[src/iwl_pkg.sv]
// Package: register map, field layout, timing constants and carriers for the interrupt/wake/supply-monitor block
// Operation
// Each timer module has period and compare-A flags with enables, grouped under a group interrupt.
// A comparator P or A match event sets the matching timer flag.
// Vector call needs global, source and group enables, stack not full and a flag.
// On service, clear global enable and group flag; keep source flags for software.
// In sleep or idle, any flag rising from low to high raises a wake-up.
// Wake-up ignores enables; a flag already high before sleep gives no wake-up.
// Flags stay set until serviced or cleared; enables only block servicing.
// Interrupt entry pushes only the program counter onto the stack.
// Return-from-interrupt sets global enable; plain return leaves it cleared.
// Three-bit threshold field in bits 2..0 selects one of eight trip levels.
// Monitor enable at bit 4 turns the detector on when set.
// Detector output at bit 5 reads 1 while supply is below the threshold.
// Bits 7, 6 and 3 of the supply-monitor register read as zero.
// Supply-monitor flag sets only after a fixed delay following detector output rise.
// With monitor enabled, detector runs in power-down and its flag wakes the device.
// Software waits a stabilisation delay after enabling before trusting the output bit.
// Software clears the supply-monitor flag before enabling its interrupt.
// Repeated detector output toggles are accepted without filtering; the code holds a change until synchroniser stages two and three agree.
// Flag delay and stabilisation delay are cycle counts on an always-on clock.
// Wake-up is the OR of one-cycle rising-edge detects on every request flag.
package iwl_pkg;
  localparam int NUM_TM = 4;
  localparam int NUM_FLAG = 2 * NUM_TM + 1;
  // Byte addresses of the AXI4-Lite register words
  localparam logic [7:0] REG_SUPPLY_MON = 8'h00;
  localparam logic [7:0] REG_TM_FLAGS = 8'h04;
  localparam logic [7:0] REG_TM_ENABLES = 8'h08;
  localparam logic [7:0] REG_CORE_CTRL = 8'h0c;
  localparam logic [7:0] REG_STATUS = 8'h10;
  // Supply-monitor field positions
  localparam int THR_LSB = 0;
  localparam int MON_EN_BIT = 4;
  localparam int DET_OUT_BIT = 5;
  // Core control word: bit 0 global enable, bit 1 group enable, bit 2 monitor irq enable, bit 3 monitor flag
  localparam int GIE_BIT = 0;
  localparam int GRP_EN_BIT = 1;
  localparam int MON_IE_BIT = 2;
  localparam int MON_FLAG_BIT = 3;
  localparam logic [7:0] SUPPLY_MON_RESET = 8'h00;
  // Timing
  localparam int CLK_HZ = 10_000_000;
  localparam int FLAG_SET_DELAY_US = 15;
  localparam int STAB_DELAY_US = 30;
  localparam int FLAG_SET_CYC = (FLAG_SET_DELAY_US * (CLK_HZ / 1_000_000) < 1) ? 1 :
                                FLAG_SET_DELAY_US * (CLK_HZ / 1_000_000);
  localparam int STAB_CYC = (STAB_DELAY_US * (CLK_HZ / 1_000_000) < 1) ? 1 : STAB_DELAY_US * (CLK_HZ / 1_000_000);
  localparam logic [9:0] FLAG_SET_CNT = 10'(FLAG_SET_CYC);
  localparam logic [9:0] STAB_CNT = 10'(STAB_CYC);
  localparam logic [1:0] RESP_OKAY = 2'b00;
  localparam logic [1:0] RESP_SLVERR = 2'b10;
  // Core sequencer requests
  typedef struct packed {
    logic service;
    logic return_from_interrupt_instr;
    logic ret;
    logic stack_full;
    logic sleep;
  } iwl_core_req_s;
  // Entry answer towards the core
  typedef struct packed {
    logic vector_call;
    logic push_pc;
  } iwl_core_ans_s;
  typedef enum logic [1:0] {
    IWL_RD_IDLE = 2'b00,
    IWL_RD_RESP = 2'b01
  } iwl_rd_e;
endpackage

[src/iwl_top.sv]
// Top: timer and supply-monitor flags, group interrupt entry, wake-up, AXI4-Lite registers
module iwl_top (
  input wire logic ref_clk, // 10 MHz clock, kept running in sleep for the flag logic
  input wire logic rst, // Synchronous reset, active high
  input wire logic [iwl_pkg::NUM_TM-1:0] period_match, // Comparator P match pulses
  input wire logic [iwl_pkg::NUM_TM-1:0] compare_a_match, // Comparator A match pulses
  input wire logic supply_low_raw, // Analog comparator output, asynchronous
  input wire iwl_pkg::iwl_core_req_s core_req, // Sequencer requests
  output iwl_pkg::iwl_core_ans_s core_ans, // Vector call and push
  output logic wake_up, // One-cycle wake request
  output logic monitor_on, // Detector analog enable
  output logic [2:0] threshold_sel, // Trip level select
  input wire logic [7:0] s_axi_awaddr, // Write address
  input wire logic s_axi_awvalid, // Write address valid
  output logic s_axi_awready, // Write address ready
  input wire logic [31:0] s_axi_wdata, // Write data
  input wire logic [3:0] s_axi_wstrb, // Write strobes
  input wire logic s_axi_wvalid, // Write data valid
  output logic s_axi_wready, // Write data ready
  output logic [1:0] s_axi_bresp, // Write response
  output logic s_axi_bvalid, // Write response valid
  input wire logic s_axi_bready, // Write response ready
  input wire logic [7:0] s_axi_araddr, // Read address
  input wire logic s_axi_arvalid, // Read address valid
  output logic s_axi_arready, // Read address ready
  output logic [31:0] s_axi_rdata, // Read data
  output logic [1:0] s_axi_rresp, // Read response
  output logic s_axi_rvalid, // Read response valid
  input wire logic s_axi_rready // Read response ready
);
  import iwl_pkg::*;

  ////////////////////////////////////////////////////////////////////////////
  // State
  logic [NUM_TM-1:0] period_match_request_flag;
  logic [NUM_TM-1:0] compare_a_match_request_flag;
  logic [NUM_TM-1:0] period_match_irq_enable;
  logic [NUM_TM-1:0] compare_a_match_irq_enable;
  logic global_irq_enable;
  logic group_irq_enable;
  logic group_request_flag;
  logic mon_irq_enable;
  logic supply_monitor_request_flag;
  logic [2:0] low_sync;
  logic detector_output_bit;
  logic det_prev;
  logic [9:0] delay_cnt;
  logic delay_run;
  logic [9:0] stab_cnt;
  logic [NUM_FLAG-1:0] flags_prev;
  logic [NUM_FLAG-1:0] flags_now;
  logic aw_held;
  logic w_held;
  logic [7:0] aw_addr;
  logic [31:0] w_data;
  logic [3:0] w_strb;
  logic wr_fire;
  iwl_rd_e rd_state;
  logic any_src_req;
  logic [NUM_FLAG-1:0] src_en;
  logic [NUM_FLAG-1:0] src_prev;
  logic ctrl_wr;
  logic entry;

  // Write to one byte lane when its strobe is set
  function automatic logic lane(input logic [3:0] strb, input logic [7:0] addr, input logic [7:0] target);
    lane = strb[0] && (addr == target);
  endfunction

  ////////////////////////////////////////////////////////////////////////////
  // AXI4-Lite write: address and data taken independently, response after both
  assign wr_fire = aw_held && w_held && !s_axi_bvalid;
  always_ff @(posedge ref_clk) begin
    if (rst) begin
      aw_held <= 1'b0;
      w_held <= 1'b0;
      aw_addr <= 8'h00;
      w_data <= 32'h0000_0000;
      w_strb <= 4'h0;
      s_axi_awready <= 1'b0;
      s_axi_wready <= 1'b0;
      s_axi_bvalid <= 1'b0;
      s_axi_bresp <= RESP_OKAY;
    end else begin
      s_axi_awready <= !aw_held && !s_axi_awready && !s_axi_bvalid;
      s_axi_wready <= !w_held && !s_axi_wready && !s_axi_bvalid;
      if (s_axi_awvalid && s_axi_awready) begin
        aw_held <= 1'b1;
        aw_addr <= s_axi_awaddr;
      end
      if (s_axi_wvalid && s_axi_wready) begin
        w_held <= 1'b1;
        w_data <= s_axi_wdata;
        w_strb <= s_axi_wstrb;
      end
      if (wr_fire) begin
        aw_held <= 1'b0;
        w_held <= 1'b0;
        s_axi_bvalid <= 1'b1;
        s_axi_bresp <= (aw_addr <= REG_STATUS && aw_addr[1:0] == 2'b00) ? RESP_OKAY : RESP_SLVERR;
      end else if (s_axi_bvalid && s_axi_bready) begin
        s_axi_bvalid <= 1'b0;
      end
    end
  end

  ////////////////////////////////////////////////////////////////////////////
  // Supply-monitor control fields and enables
  always_ff @(posedge ref_clk) begin
    if (rst) begin
      monitor_on <= SUPPLY_MON_RESET[MON_EN_BIT];
      threshold_sel <= SUPPLY_MON_RESET[THR_LSB+:3];
      period_match_irq_enable <= '0;
      compare_a_match_irq_enable <= '0;
      group_irq_enable <= 1'b0;
      mon_irq_enable <= 1'b0;
    end else if (wr_fire) begin
      if (lane(w_strb, aw_addr, REG_SUPPLY_MON)) begin
        monitor_on <= w_data[MON_EN_BIT];
        threshold_sel <= w_data[THR_LSB+:3];
      end
      if (lane(w_strb, aw_addr, REG_TM_ENABLES)) begin
        period_match_irq_enable <= w_data[NUM_TM-1:0];
        compare_a_match_irq_enable <= w_data[4+:NUM_TM];
      end
      if (lane(w_strb, aw_addr, REG_CORE_CTRL)) begin
        group_irq_enable <= w_data[GRP_EN_BIT];
        mon_irq_enable <= w_data[MON_IE_BIT];
      end
    end
  end

  ////////////////////////////////////////////////////////////////////////////
  // Timer flags: match sets, software write of 0 clears, set wins the tie
  always_ff @(posedge ref_clk) begin
    if (rst) begin
      period_match_request_flag <= '0;
      compare_a_match_request_flag <= '0;
    end else begin
      for (int i = 0; i < NUM_TM; i++) begin
        if (period_match[i]) begin
          period_match_request_flag[i] <= 1'b1;
        end else if (wr_fire && lane(w_strb, aw_addr, REG_TM_FLAGS)) begin
          period_match_request_flag[i] <= w_data[i];
        end
        if (compare_a_match[i]) begin
          compare_a_match_request_flag[i] <= 1'b1;
        end else if (wr_fire && lane(w_strb, aw_addr, REG_TM_FLAGS)) begin
          compare_a_match_request_flag[i] <= w_data[4+i];
        end
      end
    end
  end

  ////////////////////////////////////////////////////////////////////////////
  // Detector input synchroniser; second and third stages agree before a change counts
  always_ff @(posedge ref_clk) begin
    if (rst) begin
      low_sync <= 3'b000;
      detector_output_bit <= 1'b0;
      det_prev <= 1'b0;
    end else begin
      low_sync <= {low_sync[1:0], supply_low_raw};
      if (!monitor_on) begin
        detector_output_bit <= 1'b0;
      end else if (low_sync[1] == low_sync[2]) begin
        detector_output_bit <= low_sync[2];
      end
      det_prev <= detector_output_bit;
    end
  end

  // Flag delay after each rise; a fall cancels the wait and the next rise restarts it so every toggle is seen
  always_ff @(posedge ref_clk) begin
    if (rst) begin
      delay_cnt <= 10'h000;
      delay_run <= 1'b0;
      stab_cnt <= 10'h000;
    end else begin
      stab_cnt <= !monitor_on ? STAB_CNT : (stab_cnt != 10'h000 ? stab_cnt - 10'h001 : 10'h000);
      if (detector_output_bit && !det_prev) begin
        delay_run <= 1'b1;
        delay_cnt <= FLAG_SET_CNT;
      end else if (!detector_output_bit) begin
        delay_run <= 1'b0;
      end else if (delay_run && delay_cnt != 10'h000) begin
        delay_cnt <= delay_cnt - 10'h001;
      end else begin
        delay_run <= 1'b0;
      end
    end
  end

  // Monitor flag: set after the delay even in sleep; software clears, set wins
  always_ff @(posedge ref_clk) begin
    if (rst) begin
      supply_monitor_request_flag <= 1'b0;
    end else if (delay_run && delay_cnt == 10'h001 && detector_output_bit) begin
      supply_monitor_request_flag <= 1'b1;
    end else if (wr_fire && lane(w_strb, aw_addr, REG_CORE_CTRL)) begin
      supply_monitor_request_flag <= w_data[MON_FLAG_BIT];
    end
  end

  ////////////////////////////////////////////////////////////////////////////
  // Group entry and return handling
  // Group flag arms on a new enabled request only; a source left pending cannot re-arm it after entry
  assign src_en = {mon_irq_enable, compare_a_match_irq_enable, period_match_irq_enable};
  assign any_src_req = |(flags_now & src_en & ~src_prev);
  assign entry = core_req.service && global_irq_enable && group_irq_enable && group_request_flag &&
                 !core_req.stack_full;
  always_ff @(posedge ref_clk) begin
    if (rst) begin
      group_request_flag <= 1'b0;
      global_irq_enable <= 1'b0;
      core_ans <= '0;
      src_prev <= '0;
    end else begin
      src_prev <= flags_now & src_en;
      core_ans.vector_call <= entry;
      core_ans.push_pc <= entry; // only the PC is pushed
      if (any_src_req) begin
        group_request_flag <= 1'b1;
      end else if (entry) begin
        group_request_flag <= 1'b0;
      end
      if (entry) begin
        global_irq_enable <= 1'b0;
      end else if (core_req.return_from_interrupt_instr) begin
        global_irq_enable <= 1'b1;
      end else if (wr_fire && lane(w_strb, aw_addr, REG_CORE_CTRL)) begin
        global_irq_enable <= w_data[GIE_BIT]; // Software write; a plain return changes nothing
      end
    end
  end

  ////////////////////////////////////////////////////////////////////////////
  // Wake-up in sleep: OR of rising edges of every flag, enables not consulted
  assign flags_now = {supply_monitor_request_flag, compare_a_match_request_flag, period_match_request_flag};
  always_ff @(posedge ref_clk) begin
    if (rst) begin
      flags_prev <= '0;
      wake_up <= 1'b0;
    end else begin
      flags_prev <= flags_now;
      wake_up <= core_req.sleep && |(flags_now & ~flags_prev);
    end
  end

  ////////////////////////////////////////////////////////////////////////////
  // AXI4-Lite read, one cycle to data
  always_ff @(posedge ref_clk) begin
    if (rst) begin
      rd_state <= IWL_RD_IDLE;
      s_axi_arready <= 1'b0;
      s_axi_rvalid <= 1'b0;
      s_axi_rdata <= 32'h0000_0000;
      s_axi_rresp <= RESP_OKAY;
    end else begin
      case (rd_state)
        IWL_RD_IDLE: begin
          s_axi_arready <= !s_axi_arready;
          if (s_axi_arvalid && s_axi_arready) begin
            s_axi_arready <= 1'b0;
            s_axi_rvalid <= 1'b1;
            s_axi_rresp <= RESP_OKAY;
            rd_state <= IWL_RD_RESP;
            case (s_axi_araddr)
              REG_SUPPLY_MON: s_axi_rdata <= {26'h0, detector_output_bit, monitor_on, 1'b0, threshold_sel};
              REG_TM_FLAGS: s_axi_rdata <= {24'h0, compare_a_match_request_flag, period_match_request_flag};
              REG_TM_ENABLES: s_axi_rdata <= {24'h0, compare_a_match_irq_enable, period_match_irq_enable};
              REG_CORE_CTRL: s_axi_rdata <= {28'h0, supply_monitor_request_flag, mon_irq_enable,
                                             group_irq_enable, global_irq_enable};
              REG_STATUS: s_axi_rdata <= {30'h0, stab_cnt == 10'h000, group_request_flag};
              default: begin
                s_axi_rdata <= 32'h0000_0000;
                s_axi_rresp <= RESP_SLVERR;
              end
            endcase
          end
        end
        IWL_RD_RESP: begin
          if (s_axi_rready) begin
            s_axi_rvalid <= 1'b0;
            rd_state <= IWL_RD_IDLE;
          end
        end
        default: rd_state <= IWL_RD_IDLE;
      endcase
    end
  end

  ////////////////////////////////////////////////////////////////////////////
  // Checks; software writes of the control word are excluded where they may legally move the bit
  assign ctrl_wr = wr_fire && lane(w_strb, aw_addr, REG_CORE_CTRL);
  chk_entry_clears_gie: assert property (@(posedge ref_clk) disable iff (rst)
    entry |=> !global_irq_enable && core_ans.vector_call) else $error("entry did not clear enable");
  chk_entry_clears_group: assert property (@(posedge ref_clk) disable iff (rst)
    entry && !any_src_req |=> !group_request_flag) else $error("group flag kept after entry");
  chk_entry_needs_all: assert property (@(posedge ref_clk) disable iff (rst)
    core_ans.vector_call |-> $past(global_irq_enable) && $past(group_irq_enable) && $past(group_request_flag) &&
    !$past(core_req.stack_full)) else $error("vector without enables");
  chk_return_from_interrupt_instr_sets_gie: assert property (@(posedge ref_clk) disable iff (rst)
    core_req.return_from_interrupt_instr && !entry |=> global_irq_enable) else $error("return did not set enable");
  chk_ret_keeps_gie: assert property (@(posedge ref_clk) disable iff (rst)
    core_req.ret && !core_req.return_from_interrupt_instr && !global_irq_enable && !ctrl_wr |=> !global_irq_enable)
    else $error("plain return set enable");
  chk_match_sets_flag: assert property (@(posedge ref_clk) disable iff (rst)
    period_match[0] |=> period_match_request_flag[0]) else $error("match lost");
  chk_flag_holds_set: assert property (@(posedge ref_clk) disable iff (rst)
    period_match_request_flag[0] && !(wr_fire && lane(w_strb, aw_addr, REG_TM_FLAGS))
    |=> period_match_request_flag[0]) else $error("flag dropped");
  chk_wake_on_rise: assert property (@(posedge ref_clk) disable iff (rst)
    core_req.sleep && $rose(compare_a_match_request_flag[0]) |=> wake_up) else $error("no wake");
  chk_no_wake_high: assert property (@(posedge ref_clk) disable iff (rst)
    wake_up |-> $past(core_req.sleep) && (($past(flags_now) & ~$past(flags_prev)) != '0))
    else $error("spurious wake");
  chk_mon_flag_delay: assert property (@(posedge ref_clk) disable iff (rst)
    $rose(supply_monitor_request_flag) && !$past(ctrl_wr) |-> $past(delay_run) && $past(detector_output_bit))
    else $error("monitor flag early");
  chk_det_off: assert property (@(posedge ref_clk) disable iff (rst)
    !monitor_on |=> !detector_output_bit) else $error("detector on while disabled");
endmodule

[config.mk]
export PLATFORM = sky130hd
export DESIGN_NAME = iwl_top
export DESIGN_NICKNAME = d
export VERILOG_FILES = /design/src/iwl_pkg.sv /design/src/iwl_top.sv
export SDC_FILE = /design/constraint.sdc
export NUM_CORES = 1
export LEC_CHECK = 0
export ABC_AREA = 1
export BUFFER_PORTS_ARGS = -buffer_cell sky130_fd_sc_hd__buf_4
export CAP_MARGIN = 20
export CORE_MARGIN = 3
export CORE_UTILIZATION = 57
export CTS_CLUSTER_SIZE = 12
export DETAILED_ROUTE_END_ITERATION = 12
export PLACE_DENSITY = 0.92
export REMOVE_ABC_BUFFERS = 1
export SYNTH_ARGS = -nofsm -noshare
export SYNTH_HDL_FRONTEND = slang
export SYNTH_SLANG_ARGS = --single-unit
[constraint.sdc]
create_clock -name ref_clk -period 3.1 [get_ports ref_clk]
set_input_delay 0.93 -clock ref_clk [delete_from_list [all_inputs] [get_ports ref_clk]]
set_output_delay 0.93 -clock ref_clk [all_outputs]
set_load 0.02 [all_outputs]
**Yosys cells after proc, flatten, opt, wreduce, memory -nomap -nowiden**

Index checks and enable logic that the tools add are counted.
Widths: inputs -> output; s select.

- Add/subtract/negate cells: 2
- Magnitude comparators: 1
- Equal/unequal tests: 13
- Mux-type cells: 42
- Bitwise operators: 7
- Reduce and logical (&&, ||, !) cells: 72

Operators by type and width:

| cell | count |
|---|---|
| $pmux 8 s5 | 1 |
| $eq 8x4->1 const B | 4 |
| $mux 1 | 30 |
| $reduce_bool 2->1 | 15 |
| $and 9x9->9 | 3 |
| $logic_and 1x1->1 | 26 |
| $mux 8 | 3 |
| $reduce_bool 10->1 | 2 |
| $sub 10x1->10 const B | 2 |
| $mux 9 | 2 |
| $not 9->9 | 2 |
| $reduce_or 9->1 | 2 |
| $eq 8x3->1 const B | 2 |
| $logic_not 8->1 | 2 |
| $reduce_and 2->1 | 7 |
| $eq 10x1->1 const B | 1 |
| $logic_not 10->1 | 1 |
| $eq 8x5->1 const B | 1 |
| $le 8x5->1 const B | 1 |
| $logic_not 1->1 | 8 |
| $mux 2 | 4 |
| $reduce_or 2->1 | 4 |
| $reduce_or 5->1 | 1 |
| $logic_not 2->1 | 2 |
| 9 further kinds | 11 |

- Register bits: 133
- Output and inout port bits: 48

**Logic depth before layout (Yosys ltp)**

Gate-level depths: netlist of the first run.

- Word-level depth: 6
- Depth in mapped cells: 10
- Depth with buffers taken out: 10

**Worst setup path before layout of the first run**

OpenSTA, ideal clock, no wires.

- Path kind: input to register
- From: input s_axi_araddr[5]
- To: register s_axi_rdata[1]
- Library setup time: 0.070 ns
- Arrival: 1.695 ns
- Data required time: 3.030 ns
- Slack: 1.335 ns
- Stages on the path: 8
- Path buffers: 1
- Cell sequence: inv_1 > nand2_1 > nor2_2 > buf_4 > nand3_1 > o21ai_0 > nor2_1 > a21oi_1

- Longest elaborated chain between the ends: 2
- Elaborated cells between the ends (all ways): 6
- Those cells by class: 4 x eq/ne; 1 x mux; 1 x reduce/logical

Ends and longest elaborated chain:

| item | RTL line | source |
|---|---|---|
| start, declared | iwl_top.sv:23 | `input wire logic [7:0] s_axi_araddr,` |
| $eq 8x5->1, or another cell as far along | iwl_top.sv:268 | `case (s_axi_araddr)` |
| $pmux 8 s5 * | iwl_top.sv:268 |  |
| end signal, assigned | iwl_top.sv:269 | `REG_SUPPLY_MON: s_axi_rdata <= {26'h0, detector_output_bit, monitor_on, 1'b0, threshold_sel};` |
| end signal, assigned | iwl_top.sv:270 | `REG_TM_FLAGS: s_axi_rdata <= {24'h0, compare_a_match_request_flag, period_match_request_flag};` |
| end signal, assigned | iwl_top.sv:271 | `REG_TM_ENABLES: s_axi_rdata <= {24'h0, compare_a_match_irq_enable, period_match_irq_enable};` |
| end, declared | iwl_top.sv:26 | `output logic [31:0] s_axi_rdata,` |

Every way passes the cells marked *; elsewhere a longest branch is shown, timed or not.
A chain may end at the register's enable or synchronous reset.

**Worst setup path after layout of the first run**

- From: input s_axi_arvalid
- To: register s_axi_rdata[0]

- Longest elaborated chain between the ends: 2

Ends and longest elaborated chain:

| item | RTL line | source |
|---|---|---|
| start, declared | iwl_top.sv:24 | `input wire logic s_axi_arvalid,` |
| $logic_and 1x1->1 | iwl_top.sv:263 | `if (s_axi_arvalid && s_axi_arready) begin` |
| $reduce_and 2->1 (no source line) | n/a |  |

No other way between the ends.

==> results of run 1 <==
worst paths after layout:
check | startpoint | to | slack (ps) | cells after the start
min reg2reg | low_sync[0] | low_sync[1] | 410 | 2
min | low_sync[0] | low_sync[1] | 410 | 2
max reg2reg | s_axi_arready | s_axi_rdata[0] | 1330 | 5
max | s_axi_arvalid | s_axi_rdata[0] | 1080 | 6
cell usage after synthesis (2+ instances only):
cell and count:
nand3b_1 5, xnor2_1 4, nand2_1 92, buf_2 4, nand3_2 2, nor2_1 98, ha_1 4, buf_4 29
o2111ai_1 2, nor2_2 8, o21ai_1 6, clkbuf_1 7, o22ai_1 6, nor4_1 6, nor3_1 15, xor2_1 8
o21ai_0 38, nand4_1 3, dfxtp_1 105, nand2_2 6, nand3_1 41, nor4_4 2, a21oi_1 51, inv_2 4
a31oi_1 3, inv_1 70, buf_6 2
worst max-delay path: cells and delay by family:
kind / cells / cell delay, ps
simple gates: 2 / 580
compound gates: 2 / 360
buf+inv: 2 / 410
state kept, by name, indices dropped and copies added, names as in the netlist, 3 cells and up:
register,cells
flags_prev,9
aw_addr,8
compare_a_match_irq_enable,4
period_match_irq_enable,4
threshold_sel,3
stab_cnt,10
low_sync,3
w_data,8
s_axi_rdata,8
period_match_request_flag,4
delay_cnt,10
src_prev,9
compare_a_match_request_flag,4
routing by layer:
layer / GRT usage / part of all wire / wire (um) / up-vias
li1: - / - / - / 2112
met1: 0.2935 / 0.43 / 4708 / 1940
met2: 0.3960 / 0.48 / 5269 / 158
met3: 0.05119 / 0.070 / 768 / 15
met4: 0.06371 / 0.014 / 150 / 0
met5: 0 / 0 / 0 / -
cells by family after synthesis:
kind of cell	synth area share
other	0.0007952
AND/OR/NAND/NOR	0.2749
flip-flops	0.4457
XOR/XNOR	0.02229
buffers and inverters	0.1207
AO/OA/AOI/OAI	0.1250
adder cells (fa/ha/maj)	0.01061
power breakdown:
group          internal (mW)  switching (mW)
Sequential              1.40          0.0369
Combinational          0.103           0.184
Clock                  0.462           0.490
Total                   1.96           0.710
through the flow:
stage,util,power [mW]
final,0.6850,2.672
after global routing,0.6850,2.774
after CTS,0.6850,2.670
after detailed placement,0.6563,1.746
after global placement,0.6563,1.732
after floorplan,-,1.630
cell type report:
class / count / share of cell area
multi-input combinational: 435 / 0.3958
sequential: 105 / 0.3891
timing repair buffer: 69 / 0.09819
inverter: 74 / 0.05141
tap: 102 / 0.02362
clock buffer: 9 / 0.02293
clock inverter: 7 / 0.01899
==> impl_metrics.tcl, run 1 <==
set metrics [dict create \
    rows 32 \
    holdBufCountCts 0 \
    clockBufferDepth 2 \
    ant_nets 0 \
    worst_pin_slew_ps 703.0 \
    areaGrowthSynthToFinish_pct 14.57 \
    post_dp_cell_area_sq_um 5176 \
    yosysSeqAreaShare 0.4457 \
    status "finished clean" \
    synth_cell_types 38 \
    multi_input_area_sq_um 2138 \
    timing.final.ws_setup_ps 1084 \
    critical_path_class "in2reg" \
    diodes 0 \
    cts_buffers 9 \
    pwr_density_cell_nw_per_um2 494.6 \
    die_h_um 96.96 \
    post-place-ws_ps 743.7 \
    grt_max_degree 42 \
    grt_pass1_vias 3939 \
    cap_violations 0 \
    fin_cells 801 \
    drive_gt1_frac 0.1602 \
    postSynthAreaPerCell_sq_um 7.462 \
    fin_tns_setup_ps 0 \
    wl_per_cell_um 13.60 \
    cp.required_ps 3360 \
    grt-ovfl-total 0 \
    dr.first_iter.drc_count 330 \
    synth_area_sq_um 4716 \
    synth_warnings 0 \
    yosys-top-cells-area "dfxtp_1 (45%), nor2_1 (7.8%), nand2_1 (7.3%)" \
    setup_viol 0 \
    finalCritPeriodShare 0.6504 \
    place_inst 785 \
    slowest_delay_ps 540 \
    end_kind "flop" \
    core-area_sq_um 7888 \
    clkTransAtPathRegs_ps 110 \
    crit_path_cell_trace "buf_4 > nand2_1 > nor2_1 > inv_1 > a31oi_1 > a21oi_1" \
    hpwl_um 7997 \
    synth_edf_count 0 \
    nFillCells 626 \
    via_count 4225 \
    rsz0062_at_grt "no" \
    ys_async_sr_fraction 0 \
    route.detailed.drc 0 \
    slew_headroom 0.5296 \
    fmax_ghz 0.4959 \
    slew_viol_final 0 \
    cts_tree "built" \
    first_pass_iters 5 \
    routed_wl_um 10900 \
    grt_pass1_wl_um 18090 \
    root_buffer "clkbuf_8" \
    viasPerCell 5.275 \
    crit_slowest_cell "nor2_1" \
    period_minus_slack_ps 2016 \
    clock-sinks 105 \
    min_path_type "reg2reg" \
    grt_usage 0.2313 \
    p_leak_nw 2.416 \
    ir_drop_mv 0.3133 \
    worstSetupStartpointType "primary input" \
    antenna_found_initial 0 \
    finalClockSkew_ps 12.96 \
    netlist_instances 632 \
    io_pins 121 \
    synth_top_area_share 0.4457 \
    final_nets 771 \
    cts_max_level 3 \
    yosysTopAreaCell "dfxtp_1" \
    ys.flop_type "dfxtp_1" \
    place.gp.congestion 0.8647 \
    dieArea_sq_um 9400 \
    path_max_fanout 12 \
    cp.arrival_ps 2280 \
    layout_commonest_cell "dfxtp_1" \
    layout_common_cells "dfxtp_1 (105), nor2_1 (98), nand2_1 (92)" \
    ys_seq_elements 105 \
    finalHoldViolations 0 \
    regArea_sq_um 2102 \
    postCtsSetupBuffers 0 \
    whs_ps 411.6 \
    die_w_um 96.96 \
    start_util 0.5979 \
    io_buffers 66 \
    fin_area_sq_um 5403 \
    insertion_delay_ps 380 \
    cts_repair_resize_count 0 \
]
Power figures use the tool's default switching activity.
==> run 2: changes to the inputs <==
--- a/config.mk
+++ b/config.mk
@@ -5,14 +5,14 @@
 export SDC_FILE = /design/constraint.sdc
 export NUM_CORES = 1
 export LEC_CHECK = 0
-export ABC_AREA = 1
+export ABC_AREA = 0
 export BUFFER_PORTS_ARGS = -buffer_cell sky130_fd_sc_hd__buf_4
 export CAP_MARGIN = 20
 export CORE_MARGIN = 3
-export CORE_UTILIZATION = 57
+export CORE_UTILIZATION = 52
 export CTS_CLUSTER_SIZE = 12
 export DETAILED_ROUTE_END_ITERATION = 12
-export PLACE_DENSITY = 0.92
+export PLACE_DENSITY = 0.86
 export REMOVE_ABC_BUFFERS = 1
 export SYNTH_ARGS = -nofsm -noshare
 export SYNTH_HDL_FRONTEND = slang
==> constraint.sdc (replaced) <==
create_clock -name ref_clk -period 1.9 [get_ports ref_clk]
set_input_delay 0.57 -clock ref_clk [delete_from_list [all_inputs] [get_ports ref_clk]]
set_output_delay 0.57 -clock ref_clk [all_outputs]
set_load 0.02 [all_outputs]
==> run 2 against run 1 <==
Clock-buffer cell count unchanged. Synthesized cell count down 23%. Clock power increased by 58%. Non-clock buffer count grew 15. Clock skew rose by 3.6 ps. Worst setup slack got worse by 1000 ps. Die area grew 3.9%. Critical path depth decreased by 1. Global-route usage down 2.7 points. Combinational power grew 39%. Highest routed layer unchanged. Sequential cell count stayed put. Critical path type is now reg2reg. Critical endpoint is now period_match_request_flag[0]. Largest cell class unchanged. First-iteration DRC count decreased by 26%. Largest power group unchanged.
==> impl_metrics.tcl, run 2 <==
set metrics [dict create \
    status "finished clean" \
    worstSetupStartpointType "flop" \
    p_leak_nw 2.072 \
    power_mw 4.235 \
    min_path_type "in2reg" \
    path_max_fanout 6 \
    root_buffer "clkbuf_8" \
    finalClockSkew_ps 16.55 \
    ys.flop_type "dfxtp_1" \
    yosysTopAreaCell "dfxtp_1" \
    grt_pass1_vias 3475 \
    ir_drop_mv 0.5144 \
    min-delay-start "supply_low_raw" \
    slew_viol_final 0 \
    synthSimpleGateAreaFrac 0.2739 \
    cp.required_ps 2180 \
    grt-ovfl-total 0 \
    fmax_ghz 0.5416 \
    postSynthAreaPerCell_sq_um 9.163 \
    core-area_sq_um 8299 \
    synth_warnings 0 \
    synth_area_sq_um 4481 \
    nFillCells 682 \
    hpwl_um 7281 \
    first_pass_iters 4 \
    place_inst 659 \
    antenna_found_initial 0 \
    clock-sinks 105 \
    yosysSeqAreaShare 0.4691 \
    grt_pass1_wl_um 16140 \
    die_h_um 98.83 \
    setup_viol 0 \
    cap_violations 0 \
    route.detailed.drc 0 \
    layout_common_cells "dfxtp_1 (101), buf_4 (82), nand2_1 (55)" \
    fin_util 0.6465 \
    rows 33 \
    dr.first_iter.drc_count 245 \
    end_kind "flop" \
    worst_pin_slew_ps 622.6 \
    slew_headroom 0.5834 \
    muxShareOfSynthArea 0.06032 \
    fin_cells 675 \
    cts_tree "built" \
    die_w_um 98.83 \
    finalHoldViolations 0 \
    reg2reg_from "w_strb[0]" \
    final_nets 642 \
    synth_cell_types 56 \
    fin_tns_setup_ps 0 \
    r2r_slack_ps 50 \
    insertion_delay_ps 390 \
    finalCritPeriodShare 0.9717 \
    start_util 0.5399 \
    hold_path_depth 2 \
    reg2reg_depth 5 \
    postCtsSetupBuffers 0 \
    synth_compound_area_frac 0.09383 \
    io_buffers 66 \
    via_count 3617 \
    synthTopCellsByCount "dfxtp_1 (105), nand2_1 (55), a21oi_1 (40), nor2_1 (40), buf_4 (27)" \
    r2r_end "period_match_request_flag[0]" \
    synth_xor_area_frac 0.01955 \
    ys_async_sr_fraction 0 \
    synth_top_family_by_area "simple AND/OR/NAND/NOR gates" \
    yosys-top-cells-area "dfxtp_1 (47%), nand2_1 (4.6%), buf_4 (4.5%)" \
    drive_gt1_frac 0.2351 \
    routed_wl_um 10030 \
    diodes 0 \
    top_regs "delay_cnt (10), stab_cnt (10)" \
    ys_seq_elements 105 \
    wl_per_cell_um 14.86 \
    holdBufCountCts 0 \
    cp.arrival_ps 2130 \
    hold_end "low_sync[0]" \
    synth_top_area_share 0.4691 \
    pwr_density_cell_nw_per_um2 789.3 \
    grt_max_degree 58 \
    areaGrowthSynthToFinish_pct 19.74 \
    clkTransAtPathRegs_ps 120 \
    critical_path_class "reg2reg" \
    synth_edf_count 0 \
    clockBufferDepth 2 \
    grt_usage 0.2043 \
    dieArea_sq_um 9766 \
    synth.most_common_cell "dfxtp_1" \
    cts_max_level 3 \
    ant_nets 0 \
    viasPerCell 5.359 \
    synthAdderAreaFrac 0.01340 \
    place.gp.congestion 0.8720 \
    cts_buffers 9 \
    period_minus_slack_ps 1846 \
    layout_commonest_cell "dfxtp_1" \
    io_pins 121 \
    netlist_instances 489 \
]
==> run 2: worst max-delay path by stage <==
stage,from,to,cells after the start
final,w_strb[0],period_match_request_flag[0],5
after detailed placement,s_axi_araddr[0],s_axi_rdata[0],6
after global routing,w_strb[0],compare_a_match_request_flag[0],5
after floorplan,s_axi_araddr[0],s_axi_rdata[0],4
after global placement,s_axi_araddr[0],s_axi_rdata[0],6
after CTS,aw_addr[0],period_match_request_flag[3],5
==> run 2: final cells by class <==
type	instances	area (sq um)	share of cell area
Inverter	9	33.78	0.006297
Clock inverter	7	95.09	0.01772
Timing Repair Buffer	84	646.9	0.1206
Multi-Input combinational cell	356	2225	0.4146
Clock buffer	9	123.9	0.02309
Sequential cell	105	2110	0.3932
Tap cell	105	131.4	0.02449
==> run 2: where the power goes <==
group | internal (mW) | switching, mW
Clock | 0.650 | 0.849
Combinational | 0.172 | 0.227
Sequential | 2.27 | 0.0697
Total | 3.09 | 1.15
==> run 2: repair_timing <==
| item | in CTS | in global routing |
|---|---|---|
| gates resized for setup | 0 | 20 |
| gates cloned | 0 | 0 |
| endpoints found under the setup margin | 1 | 19 |
| endpoints found under the hold margin | 0 | 0 |
| pin swaps | 0 | 8 |
==> run 2: cell families after synthesis <==
kind of cell,after synthesis
simple gates,220
fa+ha+maj,5
mux,23
xor+xnor,10
other cells,1
buf+inv,53
compound gates,72
flops,105
==> run 2: routing by layer <==
layer	track usage	routed length (um)	part of all wire
met4	0.07143	172	0.017
met5	0	0	0
met2	0.3378	4910	0.49
met1	0.2629	4392	0.44
met3	0.04671	554	0.055
==> run 2: stage by stage <==
step	setup WS [ps]	hold WS, ps	cell area (sq um)
2_1_floorplan	6.488	407.6	4299
3_5_place_dp	-155.9	435.3	5074
3_3_place_gp	-122.1	418.6	5074
6_report	53.73	392.1	5365
5_1_grt	-24.55	403.5	5365
4_1_cts	-1.428	388.8	5293
==> run 2: worst max-delay path: stages (launching register included) <==
cell	delay, ps
dfxtp_2	390
or4bb_4	560
nor4_4	350
buf_4	210
nor3b_2	180
nor3_1	60
==> run 3: changes to the inputs <==
--- a/config.mk
+++ b/config.mk
@@ -12,8 +12,9 @@
 export CORE_UTILIZATION = 52
 export CTS_CLUSTER_SIZE = 12
 export DETAILED_ROUTE_END_ITERATION = 12
-export PLACE_DENSITY = 0.86
+export PLACE_DENSITY = 0.76
 export REMOVE_ABC_BUFFERS = 1
+export SETUP_SLACK_MARGIN = 0.4
 export SYNTH_ARGS = -nofsm -noshare
 export SYNTH_HDL_FRONTEND = slang
 export SYNTH_SLANG_ARGS = --single-unit
==> run 3 against run 2 <==
Register-to-register slack better by 30 ps. Critical path depth shrank 1. Clock power shrank 8%. Power decreased by 1.4%. Routed wire length grew 8.5%. Fmax up 1.8%. Worst setup slack better by 34 ps. Sequential share of layout area shrank 3.0 points. Largest cell class unchanged. Largest power group unchanged. Highest routed layer unchanged.
==> impl_metrics.tcl, run 3 (same netlist as run 2, synthesis figures left out) <==
set metrics [dict create \
    finalClockSkew_ps 13.16 \
    cts_buffers 9 \
    min_path_type "in2reg" \
    root_buffer "clkbuf_8" \
    antenna_found_initial 0 \
    first_pass_iters 4 \
    critical_path_class "reg2reg" \
    finalCritPeriodShare 0.9541 \
    slew_headroom 0.5532 \
    areaGrowthSynthToFinish_pct 31.58 \
    diodes 0 \
    hpwl_um 7171 \
    end_kind "flop" \
    power_mw 4.177 \
    dieArea_sq_um 9766 \
    rows 33 \
    cts_tree "built" \
    wl_per_cell_um 15.51 \
    cap_violations 0 \
    top_regs "delay_cnt (10), stab_cnt (10)" \
    grt_pass1_wl_um 17230 \
    crit_slowest_cell "or4_1" \
    status "finished clean" \
    final_nets 669 \
    core-area_sq_um 8299 \
    clock-sinks 105 \
    die_w_um 98.83 \
    cp.required_ps 2150 \
    period_minus_slack_ps 1813 \
    ant_nets 0 \
    wl_met1_um 4568 \
    reg2reg_depth 4 \
    grt_max_degree 27 \
    top_layer "met4" \
    grt_pass1_vias 3851 \
    fin_tns_setup_ps 0 \
    place_inst 664 \
    path_max_fanout 6 \
    place.gp.congestion 0.8706 \
    insertion_delay_ps 370 \
    fmax_ghz 0.5516 \
    viasPerCell 5.483 \
    io_buffers 66 \
    die_h_um 98.83 \
    cts_max_level 3 \
    io_pins 121 \
    dr.first_iter.drc_count 109 \
    wl_met3_um 734 \
    post-place-ws_ps -109.9 \
    routed_wl_um 10890 \
    slew_viol_final 0 \
    met2_wirelength_um 5434 \
    rsz0062_at_grt "yes" \
    slowest_delay_ps 580 \
    layout_commonest_cell "buf_4" \
    holdBufCountCts 0 \
    grt-ovfl-total 0 \
    layout_common_cells "buf_4 (92), dfxtp_1 (84), nand2_1 (53)" \
    fin_cells 702 \
    finalHoldViolations 0 \
    worst_pin_slew_ps 669.5 \
    whs_ps 426.3 \
    grt_usage 0.2145 \
    p_leak_nw 2.251 \
    route.detailed.drc 0 \
    pwr_density_cell_nw_per_um2 708.5 \
    via_count 3849 \
    drive_gt1_frac 0.3568 \
    hold_path_depth 2 \
    cp.arrival_ps 2060 \
    start_util 0.5399 \
    timing.final.ws_setup_ps 87.25 \
    worstSetupStartpointType "flop" \
    clockBufferDepth 2 \
    clkTransAtPathRegs_ps 100 \
    ir_drop_mv 0.3463 \
    crit_path_cell_trace "or4_1 > or3_4 > nand3b_1 > nor2_1" \
    setup_viol 0 \
]
[run 3: layer usage]
layer,up-vias,track usage
met4,0,0.06513
met2,133,0.3786
met5,-,0
li1,1859,-
met3,14,0.04388
met1,1843,0.2625
[run 3: power by group]
group	switching, mW	internal (mW)
Combinational	0.263	0.210
Sequential	0.0641	2.26
Clock	0.761	0.615
Total	1.09	3.09
[run 3: final timing paths]
path | startpoint | end | slack [ps]
worst max register to register | stab_cnt[5] | stab_cnt[0] | 90
worst min register to register | det_prev | delay_run | 430
worst min-delay path | supply_low_raw | low_sync[0] | 430
worst max-delay path | stab_cnt[5] | stab_cnt[0] | 90
[run 3: final cells by class]
type,count,area (sq um)
timing repair buffer,111,939.7
multi-input combinational,356,2455
clock buffer,10,127.6
tap,105,131.4
fill,627,2404
inverter,9,33.78
clock inverter,6,67.56
sequential,105,2141
[run 3: metrics by stage]
stage	instance area [sq um]	util
finish	5896	0.7104
global route	5896	0.7104
CTS	5615	0.6766
detailed placement	5136	0.6189
global placement	5136	0.6189
floorplan	4299	-
[run 3: repair_timing]
| item | in CTS | in global routing |
|---|---|---|
| gates resized for setup | 64 | 43 |
| pin swaps | 29 | 30 |
| cloned | 1 | 0 |
| buffers inserted | 11 | 10 |
| endpoints found under the setup margin | 58 | 59 |
[run 3: worst max-delay path: cells and delay by family, from the launching register on]
family | cells | cell delay [ps]
DFF | 1 | 370
and+or+nand+nor | 4 | 1330
